[src/ccm_regs_pkg.sv]
// Shared offsets, field positions and reset values of the cipher control register slice.
package ccm_regs_pkg;

    // ------------------------------------------------------------
    // Register byte offsets
    // ------------------------------------------------------------
    localparam logic [11:0] KS_START_TASK_OFF = 12'h000;
    localparam logic [11:0] CIPHER_RUN_TASK_OFF = 12'h004;
    localparam logic [11:0] CIPHER_STOP_TASK_OFF = 12'h008;
    localparam logic [11:0] KS_DONE_EVENT_OFF = 12'h100;
    localparam logic [11:0] CIPHER_DONE_EVENT_OFF = 12'h104;
    localparam logic [11:0] ERROR_EVENT_OFF = 12'h108;
    localparam logic [11:0] SHORTCUT_CONTROL_OFF = 12'h200;
    localparam logic [11:0] IRQ_ENABLE_SET_OFF = 12'h304;
    localparam logic [11:0] IRQ_ENABLE_CLEAR_OFF = 12'h308;
    localparam logic [11:0] INTEGRITY_RESULT_OFF = 12'h400;

    // ------------------------------------------------------------
    // Field positions
    // ------------------------------------------------------------
    localparam int TRIGGER_BIT = 0;
    localparam int FLAG_BIT = 0;
    localparam int CHAIN_BIT = 0;
    localparam int IRQ_KS_DONE_BIT = 0;
    localparam int IRQ_CIPHER_DONE_BIT = 1;
    localparam int IRQ_ERROR_BIT = 2;
    localparam int INTEGRITY_PASS_BIT = 0;
    localparam int NUM_EVENTS = 3;

    // ------------------------------------------------------------
    // Reset values
    // ------------------------------------------------------------
    localparam logic SHORTCUT_RESET = 1'h0;
    localparam logic [NUM_EVENTS-1:0] IRQ_ENABLE_RESET = 3'h0;
    localparam logic EVENT_RESET = 1'h0;
    localparam logic INTEGRITY_RESET = 1'h0;
    localparam logic [31:0] UNMAPPED_READ = 32'h00000000;

endpackage

[src/ccm_event_irq_status_regs.sv]
// Wishbone register slice for the packet cipher events, shortcut, enables and check result.
`timescale 1ns/1ps
module ccm_event_irq_status_regs #(
    parameter int ADDR_W = 12
) (
    // Clock and reset.
    input wire logic clk_i,
    input wire logic rst_i,
    // Wishbone classic slave.
    input wire logic cyc_i,
    input wire logic stb_i,
    input wire logic we_i,
    input wire logic [ADDR_W-1:0] adr_i,
    input wire logic [3:0] sel_i,
    input wire logic [31:0] dat_i,
    output logic [31:0] dat_o,
    output logic ack_o,
    // Task pulses towards the cipher core.
    output logic keystream_start_task_o,
    output logic cipher_run_task_o,
    output logic cipher_stop_task_o,
    // Event pulses and check outcome from the cipher core.
    input wire logic keystream_done_event_i,
    input wire logic cipher_done_event_i,
    input wire logic error_event_i,
    input wire logic integrity_valid_i,
    input wire logic integrity_pass_i,
    // Interrupt request.
    output logic irq_o
);

    // ------------------------------------------------------------
    // Elaboration checks
    // ------------------------------------------------------------

    // The decoder needs every offset up to the result register.
    if (ADDR_W < 11 || ADDR_W > 32) begin : g_bad_addr_w
        $error("ADDR_W must lie between 11 and 32");
    end

    // ------------------------------------------------------------
    // Helper functions
    // ------------------------------------------------------------

    // True when the bus address selects the word at the given offset.
    function automatic logic hit(input logic [ADDR_W-1:0] addr, input logic [11:0] off);
        logic [ADDR_W-1:0] full;
        full = ADDR_W'(off);
        hit = (addr[ADDR_W-1:2] == full[ADDR_W-1:2]);
    endfunction

    // Places a single bit at the given position of a zeroed word.
    function automatic logic [31:0] word_bit(input logic val, input int pos);
        logic [31:0] w;
        w = 32'h00000000;
        w[pos] = val;
        word_bit = w;
    endfunction

    // ------------------------------------------------------------
    // State
    // ------------------------------------------------------------

    typedef struct packed {
        logic ack;
        logic [31:0] rdata;
        logic ks_start;
        logic run;
        logic stop;
        logic chain;
        logic integrity;
        logic irq;
    } regs_state_t;

    regs_state_t state_q;
    regs_state_t state_d;

    // Event flags and enables kept in the leaf modules.
    logic ks_flag;
    logic done_flag;
    logic err_flag;
    logic [ccm_regs_pkg::NUM_EVENTS-1:0] irq_en;
    logic [ccm_regs_pkg::NUM_EVENTS-1:0] pending;

    // ------------------------------------------------------------
    // Bus access qualifiers
    // ------------------------------------------------------------

    // A cycle is live while the master holds cyc and stb together.
    logic req;
    // The write lands on the edge where the master sees ack.
    logic wr_now;
    // Only the low byte carries defined fields.
    logic low_lane;
    logic [31:0] wdata;

    assign req = cyc_i & stb_i;
    assign low_lane = sel_i[0];
    assign wr_now = req & we_i & state_q.ack & low_lane;
    assign wdata = dat_i;

    // ------------------------------------------------------------
    // Write strobes per register
    // ------------------------------------------------------------

    logic wr_ks_task;
    logic wr_run_task;
    logic wr_stop_task;
    logic wr_ks_flag;
    logic wr_done_flag;
    logic wr_err_flag;
    logic wr_shortcut;
    logic wr_en_set;
    logic wr_en_clr;

    // Address decoding of the write strobes.
    always_comb begin
        wr_ks_task = 1'b0;
        wr_run_task = 1'b0;
        wr_stop_task = 1'b0;
        wr_ks_flag = 1'b0;
        wr_done_flag = 1'b0;
        wr_err_flag = 1'b0;
        wr_shortcut = 1'b0;
        wr_en_set = 1'b0;
        wr_en_clr = 1'b0;
        if (!wr_now) begin
            wr_ks_task = 1'b0;
        end else if (hit(adr_i, ccm_regs_pkg::KS_START_TASK_OFF)) begin
            wr_ks_task = 1'b1;
        end else if (hit(adr_i, ccm_regs_pkg::CIPHER_RUN_TASK_OFF)) begin
            wr_run_task = 1'b1;
        end else if (hit(adr_i, ccm_regs_pkg::CIPHER_STOP_TASK_OFF)) begin
            wr_stop_task = 1'b1;
        end else if (hit(adr_i, ccm_regs_pkg::KS_DONE_EVENT_OFF)) begin
            wr_ks_flag = 1'b1;
        end else if (hit(adr_i, ccm_regs_pkg::CIPHER_DONE_EVENT_OFF)) begin
            wr_done_flag = 1'b1;
        end else if (hit(adr_i, ccm_regs_pkg::ERROR_EVENT_OFF)) begin
            wr_err_flag = 1'b1;
        end else if (hit(adr_i, ccm_regs_pkg::SHORTCUT_CONTROL_OFF)) begin
            wr_shortcut = 1'b1;
        end else if (hit(adr_i, ccm_regs_pkg::IRQ_ENABLE_SET_OFF)) begin
            wr_en_set = 1'b1;
        end else if (hit(adr_i, ccm_regs_pkg::IRQ_ENABLE_CLEAR_OFF)) begin
            wr_en_clr = 1'b1;
        end
    end

    // ------------------------------------------------------------
    // Event flags
    // ------------------------------------------------------------

    event_flag u_ks_flag (
        .clk_i(clk_i),
        .rst_i(rst_i),
        .hw_set_i(keystream_done_event_i),
        .sw_wr_i(wr_ks_flag),
        .sw_val_i(wdata[ccm_regs_pkg::FLAG_BIT]),
        .flag_o(ks_flag)
    );

    event_flag u_done_flag (
        .clk_i(clk_i),
        .rst_i(rst_i),
        .hw_set_i(cipher_done_event_i),
        .sw_wr_i(wr_done_flag),
        .sw_val_i(wdata[ccm_regs_pkg::FLAG_BIT]),
        .flag_o(done_flag)
    );

    // The error flag is set by error_event_i and feeds the interrupt through its enable bit.
    event_flag u_err_flag (
        .clk_i(clk_i),
        .rst_i(rst_i),
        .hw_set_i(error_event_i),
        .sw_wr_i(wr_err_flag),
        .sw_val_i(wdata[ccm_regs_pkg::FLAG_BIT]),
        .flag_o(err_flag)
    );

    // ------------------------------------------------------------
    // Interrupt enables
    // ------------------------------------------------------------

    enable_mask #(
        .W(ccm_regs_pkg::NUM_EVENTS)
    ) u_enables (
        .clk_i(clk_i),
        .rst_i(rst_i),
        .set_wr_i(wr_en_set),
        .clr_wr_i(wr_en_clr),
        .bits_i(wdata[ccm_regs_pkg::NUM_EVENTS-1:0]),
        .en_o(irq_en)
    );

    // Flags in the same order as their enable bits.
    always_comb begin
        pending = '0;
        pending[ccm_regs_pkg::IRQ_KS_DONE_BIT] = ks_flag;
        pending[ccm_regs_pkg::IRQ_CIPHER_DONE_BIT] = done_flag;
        pending[ccm_regs_pkg::IRQ_ERROR_BIT] = err_flag;
    end

    // ------------------------------------------------------------
    // Read data selection
    // ------------------------------------------------------------

    logic [31:0] rd_word;

    // Tasks read as zero; unmapped words read as zero too.
    always_comb begin
        rd_word = ccm_regs_pkg::UNMAPPED_READ;
        if (hit(adr_i, ccm_regs_pkg::KS_DONE_EVENT_OFF)) begin
            rd_word = word_bit(ks_flag, ccm_regs_pkg::FLAG_BIT);
        end else if (hit(adr_i, ccm_regs_pkg::CIPHER_DONE_EVENT_OFF)) begin
            rd_word = word_bit(done_flag, ccm_regs_pkg::FLAG_BIT);
        end else if (hit(adr_i, ccm_regs_pkg::ERROR_EVENT_OFF)) begin
            rd_word = word_bit(err_flag, ccm_regs_pkg::FLAG_BIT);
        end else if (hit(adr_i, ccm_regs_pkg::SHORTCUT_CONTROL_OFF)) begin
            rd_word = word_bit(state_q.chain, ccm_regs_pkg::CHAIN_BIT);
        end else if (hit(adr_i, ccm_regs_pkg::IRQ_ENABLE_SET_OFF)) begin
            rd_word = {29'h0, irq_en};
        end else if (hit(adr_i, ccm_regs_pkg::IRQ_ENABLE_CLEAR_OFF)) begin
            rd_word = {29'h0, irq_en};
        end else if (hit(adr_i, ccm_regs_pkg::INTEGRITY_RESULT_OFF)) begin
            rd_word = word_bit(state_q.integrity, ccm_regs_pkg::INTEGRITY_PASS_BIT);
        end
    end

    // ------------------------------------------------------------
    // Next state
    // ------------------------------------------------------------

    // Bus answer, task pulses, shortcut, check result and interrupt.
    always_comb begin
        state_d = state_q;

        // Ack rises one cycle after the request and falls right after.
        state_d.ack = req & ~state_q.ack;
        if (req & ~state_q.ack & ~we_i) begin
            state_d.rdata = rd_word;
        end else begin
            state_d.rdata = 32'h00000000;
        end

        // Task pulses last one cycle each.
        state_d.ks_start = wr_ks_task & wdata[ccm_regs_pkg::TRIGGER_BIT];
        state_d.stop = wr_stop_task & wdata[ccm_regs_pkg::TRIGGER_BIT];

        state_d.run = wr_run_task & wdata[ccm_regs_pkg::TRIGGER_BIT];

        if (keystream_done_event_i & state_q.chain) begin
            state_d.run = 1'b1;
        end

        if (wr_shortcut) begin
            state_d.chain = wdata[ccm_regs_pkg::CHAIN_BIT];
        end

        if (integrity_valid_i) begin
            state_d.integrity = integrity_pass_i;
        end

        state_d.irq = |(pending & irq_en);
    end

    // ------------------------------------------------------------
    // State register
    // ------------------------------------------------------------

    // Synchronous reset brings every field to its documented value.
    always_ff @(posedge clk_i) begin
        if (rst_i) begin
            state_q.ack <= 1'b0;
            state_q.rdata <= 32'h00000000;
            state_q.ks_start <= 1'b0;
            state_q.run <= 1'b0;
            state_q.stop <= 1'b0;
            state_q.chain <= ccm_regs_pkg::SHORTCUT_RESET;
            state_q.integrity <= ccm_regs_pkg::INTEGRITY_RESET;
            state_q.irq <= 1'b0;
        end else begin
            state_q <= state_d;
        end
    end

    // ------------------------------------------------------------
    // Outputs
    // ------------------------------------------------------------

    // Every output is a field of the state register.
    assign ack_o = state_q.ack;
    assign dat_o = state_q.rdata;
    assign keystream_start_task_o = state_q.ks_start;
    assign cipher_run_task_o = state_q.run;
    assign cipher_stop_task_o = state_q.stop;
    assign irq_o = state_q.irq;

endmodule

[src/event_flag.sv]
// Sticky event flag that hardware sets and software rewrites.
`timescale 1ns/1ps
module event_flag (
    // Clock and reset.
    input wire logic clk_i,
    input wire logic rst_i,
    // Hardware event and software write.
    input wire logic hw_set_i,
    input wire logic sw_wr_i,
    input wire logic sw_val_i,
    // Flag state.
    output logic flag_o
);

    typedef struct packed {
        logic flag;
    } flag_state_t;

    flag_state_t state_q;
    flag_state_t state_d;

    // A hardware event wins over a software write in the same cycle.
    always_comb begin
        state_d = state_q;
        if (hw_set_i) begin
            state_d.flag = 1'b1;
        end else if (sw_wr_i) begin
            state_d.flag = sw_val_i;
        end
    end

    // Registers the flag.
    always_ff @(posedge clk_i) begin
        if (rst_i) begin
            state_q.flag <= ccm_regs_pkg::EVENT_RESET;
        end else begin
            state_q <= state_d;
        end
    end

    assign flag_o = state_q.flag;

endmodule

[src/enable_mask.sv]
// Set/clear pair of interrupt enable bits sharing one stored mask.
`timescale 1ns/1ps
module enable_mask #(
    parameter int W = 3
) (
    // Clock and reset.
    input wire logic clk_i,
    input wire logic rst_i,
    // Software write strobes and data.
    input wire logic set_wr_i,
    input wire logic clr_wr_i,
    input wire logic [W-1:0] bits_i,
    // Stored enables.
    output logic [W-1:0] en_o
);

    // The mask must hold at least one bit and fit in a bus word.
    if (W < 1 || W > 32) begin : g_bad_w
        $error("W must lie between 1 and 32");
    end

    typedef struct packed {
        logic [W-1:0] en;
    } mask_state_t;

    mask_state_t state_q;
    mask_state_t state_d;

    // Ones written to the set port enable, ones to the clear port disable.
    always_comb begin
        state_d = state_q;
        if (set_wr_i) begin
            state_d.en = state_q.en | bits_i;
        end
        if (clr_wr_i) begin
            state_d.en = state_q.en & ~bits_i;
        end
    end

    // Registers the mask.
    always_ff @(posedge clk_i) begin
        if (rst_i) begin
            state_q.en <= W'(ccm_regs_pkg::IRQ_ENABLE_RESET);
        end else begin
            state_q <= state_d;
        end
    end

    assign en_o = state_q.en;

endmodule

[config.mk]
export PLATFORM = sky130hd
export DESIGN_NAME = ccm_event_irq_status_regs
export DESIGN_NICKNAME = d
export VERILOG_FILES = /design/src/ccm_regs_pkg.sv /design/src/ccm_event_irq_status_regs.sv /design/src/event_flag.sv /design/src/enable_mask.sv
export SDC_FILE = /design/constraint.sdc
export NUM_CORES = 1
export LEC_CHECK = 0
export ABC_AREA = 1
export ABC_CLOCK_PERIOD_IN_PS = 2200
export BUFFER_PORTS_ARGS = -buffer_cell sky130_fd_sc_hd__buf_2
export CORE_MARGIN = 3
export CORE_UTILIZATION = 40
export DETAILED_ROUTE_END_ITERATION = 8
export PLACE_DENSITY = 0.84
export SKIP_CTS_REPAIR_TIMING = 1
export SYNTH_ARGS = -nofsm -noshare
export SYNTH_HDL_FRONTEND = slang
export SYNTH_SLANG_ARGS = --single-unit
[constraint.sdc]
create_clock -name clk_i -period 2.2 [get_ports clk_i]
set_input_delay 0.44 -clock clk_i [delete_from_list [all_inputs] [get_ports clk_i]]
set_output_delay 0.44 -clock clk_i [all_outputs]
set_load 0.01 [all_outputs]
# --- Word level (Yosys, flattened, before mapping) ---
# Cells that the tools add are included.
# Widths: inputs -> output; s select.
classes:
  n_eq_ne: 9
  n_mux: 70
  n_bitwise: 17
  n_reduce_logical: 9
ops:
  columns: ["cell", "n"]
  rows:
  - ["$mux 1", 66]
  - ["$eq 10x7->1 const B", 3]
  - ["$eq 10x8->1 const B", 3]
  - ["$mux 3", 4]
  - ["$and 1x1->1", 10]
  - ["$eq 10x1->1 const B", 1]
  - ["$eq 10x2->1 const B", 1]
  - ["$eq 10x9->1 const B", 1]
  - ["$logic_not 10->1", 1]
  - ["$reduce_bool 2->1", 4]
  - ["$reduce_or 8->1", 1]
  - ["$and 3x3->3", 2]
  - ["$reduce_or 6->1", 1]
  - ["$not 1->1", 3]
  - ["$not 3->3", 1]
  - ["$or 3x3->3", 1]
  - ["$reduce_or 3->1", 1]
  - ["$reduce_or 2->1", 1]
totals:
  ff_bits: 45
  in_bits: 58
  out_inout_bits: 37

# --- Depth between registers and ports, before layout ---
# Gate-level depths: netlist of run 1.
logic_depth:
  word_depth: 12
  mapped_depth: 11
  mapped_depth_nobuf: 11

# --- By module ---
# A second synthesis of run 1 with hierarchy kept.
hier_totals:
  hier_cells: 184
  area_unflattened_um2: 1178.6
modules_own_cells:
  columns: ["mod", "n_inst", "cells_per_inst", "area_each_um2", "seq_area_each_um2"]
  rows:
  - ["ccm_event_irq_status_regs", 1, 144, 927.1, 200.2]
  - ["event_flag", 3, 8, 46.3, 20.0]
  - ["enable_mask", 1, 16, 112.6, 60.1]

# --- Least setup slack after synthesis of run 1 ---
# OpenSTA, ideal clock, no wires.
synth_timing:
  path_kind: "input -> register"
  start: "input adr_i[10]"
  end: "register state_q, in the netlist dat_o[0]"
  setup_ns: 0.112
  arrival_ns: 1.131
  t_required_ns: 2.088
  setup_slack_ns: 0.957
  cell_stages: 10
  path_buffers: 0
  cell_sequence: "nor2_4 -> nand2_4 -> a21oi_1 -> nand2_1 -> clkinv_1 -> nand2_1 -> nand2_1 -> nand2_1 -> nand2_1 -> nand2_1"
synth_via:
  elab_chain_cells: 8
  word_cells_on_any_way: 14
  classes_between: "eq/ne (7); mux (7)"
synth_lines:
  columns: ["element", "line", "source"]
  rows:
  - ["start: declaration", "ccm_event_irq_status_regs.sv:13", "input wire logic [ADDR_W-1:0] adr_i,"]
  - ["$eq 10x9->1", "ccm_event_irq_status_regs.sv:49", "hit = (addr[ADDR_W-1:2] == full[ADDR_W-1:2]);"]
  - ["$mux 1", "ccm_event_irq_status_regs.sv:226", "end else if (hit(adr_i, ccm_regs_pkg::INTEGRITY_RESULT_OFF)) begin"]
  - ["$mux 3", "ccm_event_irq_status_regs.sv:224", "end else if (hit(adr_i, ccm_regs_pkg::IRQ_ENABLE_CLEAR_OFF)) begin"]
  - ["$mux 3", "ccm_event_irq_status_regs.sv:222", "end else if (hit(adr_i, ccm_regs_pkg::IRQ_ENABLE_SET_OFF)) begin"]
  - ["$mux 1", "ccm_event_irq_status_regs.sv:220", "end else if (hit(adr_i, ccm_regs_pkg::SHORTCUT_CONTROL_OFF)) begin"]
  - ["$mux 1", "ccm_event_irq_status_regs.sv:218", "end else if (hit(adr_i, ccm_regs_pkg::ERROR_EVENT_OFF)) begin"]
  - ["$mux 1", "ccm_event_irq_status_regs.sv:216", "end else if (hit(adr_i, ccm_regs_pkg::CIPHER_DONE_EVENT_OFF)) begin"]
  - ["$mux 1 (*)", "ccm_event_irq_status_regs.sv:214", "if (hit(adr_i, ccm_regs_pkg::KS_DONE_EVENT_OFF)) begin"]
  - ["end signal: assignment", "ccm_event_irq_status_regs.sv:284", "state_q <= state_d;"]
  - ["end: declaration", "ccm_event_irq_status_regs.sv:75", "regs_state_t state_q;"]
# Every way passes the cells marked *; elsewhere a longest branch is shown, timed or not.
# A chain may end at the register's enable or synchronous reset.

# --- Worst setup path after layout of run 1 ---
layout_timing:
  start: "register state_q, in the netlist ack_o"
  end: "output ack_o"
layout_rtl:
  columns: ["element", "line", "source"]
  rows:
  - ["end: declaration", "ccm_event_irq_status_regs.sv:17", "output logic ack_o,"]
# No word-level cell between the ends.

==> results of run 1 <==
==> cell type report <==
cell class	count	area (sq um)
sequential	16	320
tap	31	38.8
timing repair buffer	31	155
inverter	22	82.6
multi-input combinational	132	634
fill	294	1510
clock buffer	4	36.3
==> kinds of logic after synthesis <==
group	synth area share, %
and+or+nand+nor	38.7
buffers and inverters	27.8
DFF	27.2
AOI/OAI and AO/OA	5.95
other	0.319
==> routing by layer <==
layer	track usage [%]	vias up	part of all wire, %
met1	15.3	432	42
met3	3.89	4	11
met2	21.0	43	46
met5	0	-	0
li1	-	550	-
met4	5.06	0	1.0
==> synth_stat cells <==
library cell,count,share of area (%)
nor2_2,1,0.53
nand2_1,43,14
nand2_4,2,1.9
buf_2,1,0.42
conb_1,1,0.32
o21ai_0,1,0.42
nor2_4,4,3.8
nor3_2,1,0.85
buf_4,32,20
inv_1,20,6.4
o21ai_1,4,1.7
nor3_1,2,0.85
nand3_1,16,6.8
nor2_1,12,3.8
a21oi_1,9,3.8
nand3_2,3,2.6
nor2_8,1,1.7
nand4_1,4,2.1
clkinv_1,2,0.64
dfxtp_1,16,27
==> through the flow <==
step                area [sq um]  utilization, %
finish                      1270            45.6
global route                1270            45.6
CTS                         1270            45.6
detailed placement          1230            44.3
global placement            1230            44.3
floorplan                   1280               -
==> final timing paths <==
| kind | slack (ns) | endpoint | startpoint |
|---|---|---|---|
| hold / removal | 0.33 | state_q[1] | integrity_valid_i |
| setup / recovery | 0.93 | ack_o | ack_o |
| hold reg to reg | 0.46 | dat_o[2] | flip-flop |
| setup reg to reg | 0.95 | flip-flop | ack_o |
==> power breakdown <==
part	leakage [nW]	total (mW)	switching (mW)	internal, mW
registers	0.130	0.300	0.00465	0.295
clock network	0.0210	0.195	0.0945	0.101
logic	0.526	0.0931	0.0648	0.0283
==> impl_summary.txt, run 1 <==
----------------------------------------------------
[Outcome]
  Run status ... completed

[STA]
  Clock period minus final worst setup slack ... 1.27 ns
  RSZ-0062 raised after global routing ... false
  Max-slew violation count ... 0
  Worst hold slack after final layout ... 0.325 ns
  Max Clk Rate ... 0.788 GHz
  Post-route setup slack ... 0.931 ns
  Hold Fails Final Rpt ... 0
  Final period utilization ... 57.7%
  Skew final ... 0.00113 ns
  Setup TNS ... 0 ns
  # setup viols final ... 0

[Yosys]
  Sequential share of the synthesized area ... 27.2%
  Number of instances in the synthesized netlist ... 175
  Yosys warns ... 0
  Average size of a mapped cell ... 6.73 sq um
  Count of different cell masters after synthesis ... 20
  Synthesized area ... 1180 sq um
  Flip-flop and latch count after synthesis ... 16

[Floorplanning]
  I/O pin total ... 95
  Die area ... 3630 sq um
  Standard-cell rows ... 19
  Initial core utilization ... 42.3%
  Vertical extent of the die ... 60.3 microns
  Placeable Area ... 2780 sq um
  Die width ... 60.3 microns

[Routing]
  Detailed Routing Iterations Pass 1 ... 6
  Average wire length per cell after detail routing ... 8.92 microns
  Remaining number of nets flagged by the antenna check after routing ... 0
  Post-detailed-route via-to-cell ratio ... 4.36
  Final wirelength ... 2.11 mm
  DRT iter0 DRCs ... 21
  Via total after detailed routing ... 1029
  DR DRC count ... 0

[Power]
  Power Dens Cells ... 464 nW/um^2
  Total leakage power ... 0.677 nW
  Total Power ... 588 uW
  Maximum vdd drop ... 444 uV

[Global routing]
  Wire length of the first global-routing pass ... 3.48 mm
  Remaining global-route overflow ... 0
  Maximum number of pins on one net before global-route repair ... 11
  Vias in the first global route ... 884
  Initial antenna violation count ... 0
  Overall fraction of global-route tracks in use ... 12.7%

[Worst setup path]
  Launching element type of the critical path ... flip-flop
  Crit path cell chain ... buf_2
  Instance count on the critical path ... 1
  CP max stage delay ... 0.39 ns
  Data required time of the critical path ... 1.76 ns
  Worst EP arrival ... 0.83 ns
  Element type at the critical path end ... output pin
  Cell count of the worst reg-to-reg path ... 6
  Critical Path Fanout Max ... 3
  Crit path max-delay cell type ... dfxtp_1
  Combined buffer and inverter count along the critical path ... 1
  Category of cells accounting for the largest share of critical-path delay ... flip-flops
  Category of the most critical setup path ... flip-flop to output pin

[Run]
  MaxCap Viol Count ... 0

[Hold path]
  Number of stages on the worst hold path ... 2
  Hold crit path type ... input pin to flip-flop

[CTS]
  Clock latency at the later pin of the worst-skew pair ... 0.29 ns
  TritonCTS clock tree ... built
  Clock-pin slew on the worst setup and hold paths ... 0.09 ns
  Total number of clock tree sinks ... 16
  Clk root buf ... clkbuf_4
  Inserted Clock Buffers ... 3
  CTS Buffer Depth ... 2
  H-tree Lvls ... 1

[Placed design]
  Weighted congestion reported at the end of routability-driven placement ... 0.852
  Cell total after placement ... 232
  Port buffer count ... 31
  Placed wire-length estimate ... 1.76 mm
  Worst Setup Slack post-DPL ... 0.692 ns

[Final layout]
  Commonest cells after routing, fill and taps aside ... nand2_1 (43), buf_2 (31), conb_1 (29)
  Count of antenna diodes in the layout ... 0
  Most common library cell in the layout ignoring fill and taps ... nand2_1
  Layout cells sized above 1 ... 22.9%
  Area grow syn2layout ... 7.65%
  Finished Layout Cells ... 236
  Net count, final ... 264

----------------------------------------------------
Note: power is estimated with default switching activity, not from simulation.
==> run 2, diff against run 1 <==
--- a/config.mk
+++ b/config.mk
@@ -6,12 +6,12 @@
 export NUM_CORES = 1
 export LEC_CHECK = 0
 export ABC_AREA = 1
-export ABC_CLOCK_PERIOD_IN_PS = 2200
+export ABC_CLOCK_PERIOD_IN_PS = 1050
 export BUFFER_PORTS_ARGS = -buffer_cell sky130_fd_sc_hd__buf_2
 export CORE_MARGIN = 3
-export CORE_UTILIZATION = 40
+export CORE_UTILIZATION = 35
 export DETAILED_ROUTE_END_ITERATION = 8
-export PLACE_DENSITY = 0.84
+export PLACE_DENSITY = 0.78
 export SKIP_CTS_REPAIR_TIMING = 1
 export SYNTH_ARGS = -nofsm -noshare
 export SYNTH_HDL_FRONTEND = slang
==> constraint.sdc (replaced) <==
create_clock -name clk_i -period 1.05 [get_ports clk_i]
set_input_delay 0.21 -clock clk_i [delete_from_list [all_inputs] [get_ports clk_i]]
set_output_delay 0.21 -clock clk_i [all_outputs]
set_load 0.01 [all_outputs]
==> run 2 against run 1 <==
The flow now finishes with violations (setup timing); global-route usage is 1.6 points lower; largest power group unchanged; critical path type is now flip-flop to flip-flop; via count is 6.2% higher; critical endpoint is now dat_o[0]; register-to-register slack worse by 0.98 ns.
==> impl_summary.txt, run 2 (synthesized netlist as in run 1, its figures left out) <==
----------------------------------------------------
[STA]
  Max Clk Rate ... 0.922 GHz
  RSZ-0062 raised after global routing ... true
  Hold Fails Final Rpt ... 0 (unchanged)
  Clock period minus final worst setup slack ... 1.08 ns
  Final period utilization ... 103%
  # setup viols final ... 7 (+7)
  Skew final ... 0.00961 ns (+0.00848 ns)
  Post-route setup slack ... -0.0343 ns (-0.965 ns)
  Max-slew violation count ... 0 (unchanged)

[Power]
  Total leakage power ... 0.763 nW (+13%)
  Total Power ... 1.26 mW (+110%)
  Maximum vdd drop ... 555 uV (+25%)
  Power Dens Cells ... 870 nW/um^2 (+87%)

[Worst setup path]
  Launching element type of the critical path ... flip-flop
  Critical Path Fanout Max ... 3 (unchanged)
  Worst EP arrival ... 1.32 ns (+0.49 ns)
  Category of the most critical setup path ... flip-flop to flip-flop
  Element type at the critical path end ... flip-flop
  Data required time of the critical path ... 1.28 ns (-0.48 ns)

[Global routing]
  Maximum number of pins on one net before global-route repair ... 10 (-1)
  Overall fraction of global-route tracks in use ... 11.1% (-1.6 points)
  Wire length of the first global-routing pass ... 3.71 mm (+6.5%)
  Vias in the first global route ... 899 (+1.7%)
  Remaining global-route overflow ... 0 (unchanged)
  Initial antenna violation count ... 0 (unchanged)

[Final layout]
  Most common library cell in the layout ignoring fill and taps ... nand2_1
  Area grow syn2layout ... 23.2%
  Layout cells sized above 1 ... 30.9% (+8.0 points)
  Commonest cells after routing, fill and taps aside ... nand2_1 (42), buf_2 (30), conb_1 (29)
  Net count, final ... 279 (+5.7%)
  Final Instance Area ... 1450 sq um (+14%)
  Count of antenna diodes in the layout ... 0 (unchanged)

[Routing]
  Average wire length per cell after detail routing ... 8.97 microns (+0.61%)
  Via total after detailed routing ... 1093 (+6.2%)
  Remaining number of nets flagged by the antenna check after routing ... 0 (unchanged)
  Detailed Routing Iterations Pass 1 ... 4 (-2)
  Final wirelength ... 2.37 mm (+13%)
  DR DRC count ... 0 (unchanged)
  DRT iter0 DRCs ... 19 (-9.5%)
  Post-detailed-route via-to-cell ratio ... 4.14 (-5.0%)

[CTS]
  Clock-pin slew on the worst setup and hold paths ... 0.10 ns (about the same)
  CTS Buffer Depth ... 2 (unchanged)
  Clk root buf ... clkbuf_4
  Clock latency at the later pin of the worst-skew pair ... 0.29 ns (about the same)
  TritonCTS clock tree ... built
  H-tree Lvls ... 1 (unchanged)
  Inserted Clock Buffers ... 3 (unchanged)
  Total number of clock tree sinks ... 16 (unchanged)

[Floorplanning]
  Standard-cell rows ... 20 (+1)
  Initial core utilization ... 37.6% (-4.7 points)
  I/O pin total ... 95 (unchanged)
  Die area ... 4100 sq um (+13%)
  Vertical extent of the die ... 64 microns (+6.2%)
  Die width ... 64 microns (+6.2%)
  Placeable Area ... 3130 sq um (+12%)

[Outcome]
  Violations in the final reports ... setup timing
  Run status ... finished, violations left

[Hold path]
  Hold crit path type ... input pin to flip-flop

[Placed design]
  Weighted congestion reported at the end of routability-driven placement ... 0.862 (+1.2%)
  Port buffer count ... 31 (unchanged)
  Placement-stage cell area ... 1370 sq um (+11%)
  Placed wire-length estimate ... 2.00 mm (+13%)

[Run]
  MaxCap Viol Count ... 0 (unchanged)

----------------------------------------------------
[run 2: final timing paths]
kind                                   end               from  cells past startpoint  slack, ns
worst max-delay path              dat_o[0]              ack_o                      8      -0.03
worst min-delay path            state_q[1]  integrity_valid_i                      2       0.09
worst max register to register    dat_o[0]              ack_o                      8      -0.03
worst min register to register    dat_o[2]          flip-flop                      2       0.48
[run 2: area by class of cell]
class | instances | area [sq um]
fillers | 344 | 1680
clock buffers | 4 | 36.3
repair buffers | 46 | 278
flip-flops and latches | 16 | 324
inverters | 22 | 82.6
multi-input cells | 132 | 674
well taps | 44 | 55.1
[run 2: stage by stage]
step | hold WS, ns | cells | worst slack (ns) | TNS, ns | utilization [%]
finish | 0.0911 | 264 | -0.0343 | -0.189 | 46.4
global route | 0.104 | 264 | -0.126 | -1.06 | 46.4
CTS | 0.0860 | 263 | -0.0717 | -0.411 | 45.0
detailed placement | 0.405 | 259 | -0.226 | -1.78 | 43.8
global placement | 0.402 | 259 | -0.211 | -1.56 | 43.8
floorplan | 0.303 | 203 | -0.0307 | -0.0920 | -
[run 2: critical path: stages (launching register included)]
cell and delay (ns):
dfxtp_4 0.36, buf_6 0.12, nor3_4 0.18, nand2_1 0.08, inv_2 0.08, nand3_4 0.07
inv_2 0.06, nand2_2 0.04, nand2_1 0.05
[run 2: routing by layer]
layer  vias up  GRT usage [%]  share of wire, %
met5         -              0                 0
met4         0          0.809                 0
met3         0           3.87               8.8
met2        42           17.8                47
met1       473           15.0                44
li1        578              -                 -
[run 2: power breakdown]
group,total (mW),internal (mW),switching [mW]
clock network,0.405,0.211,0.193
registers,0.627,0.617,0.0105
logic,0.229,0.0798,0.149
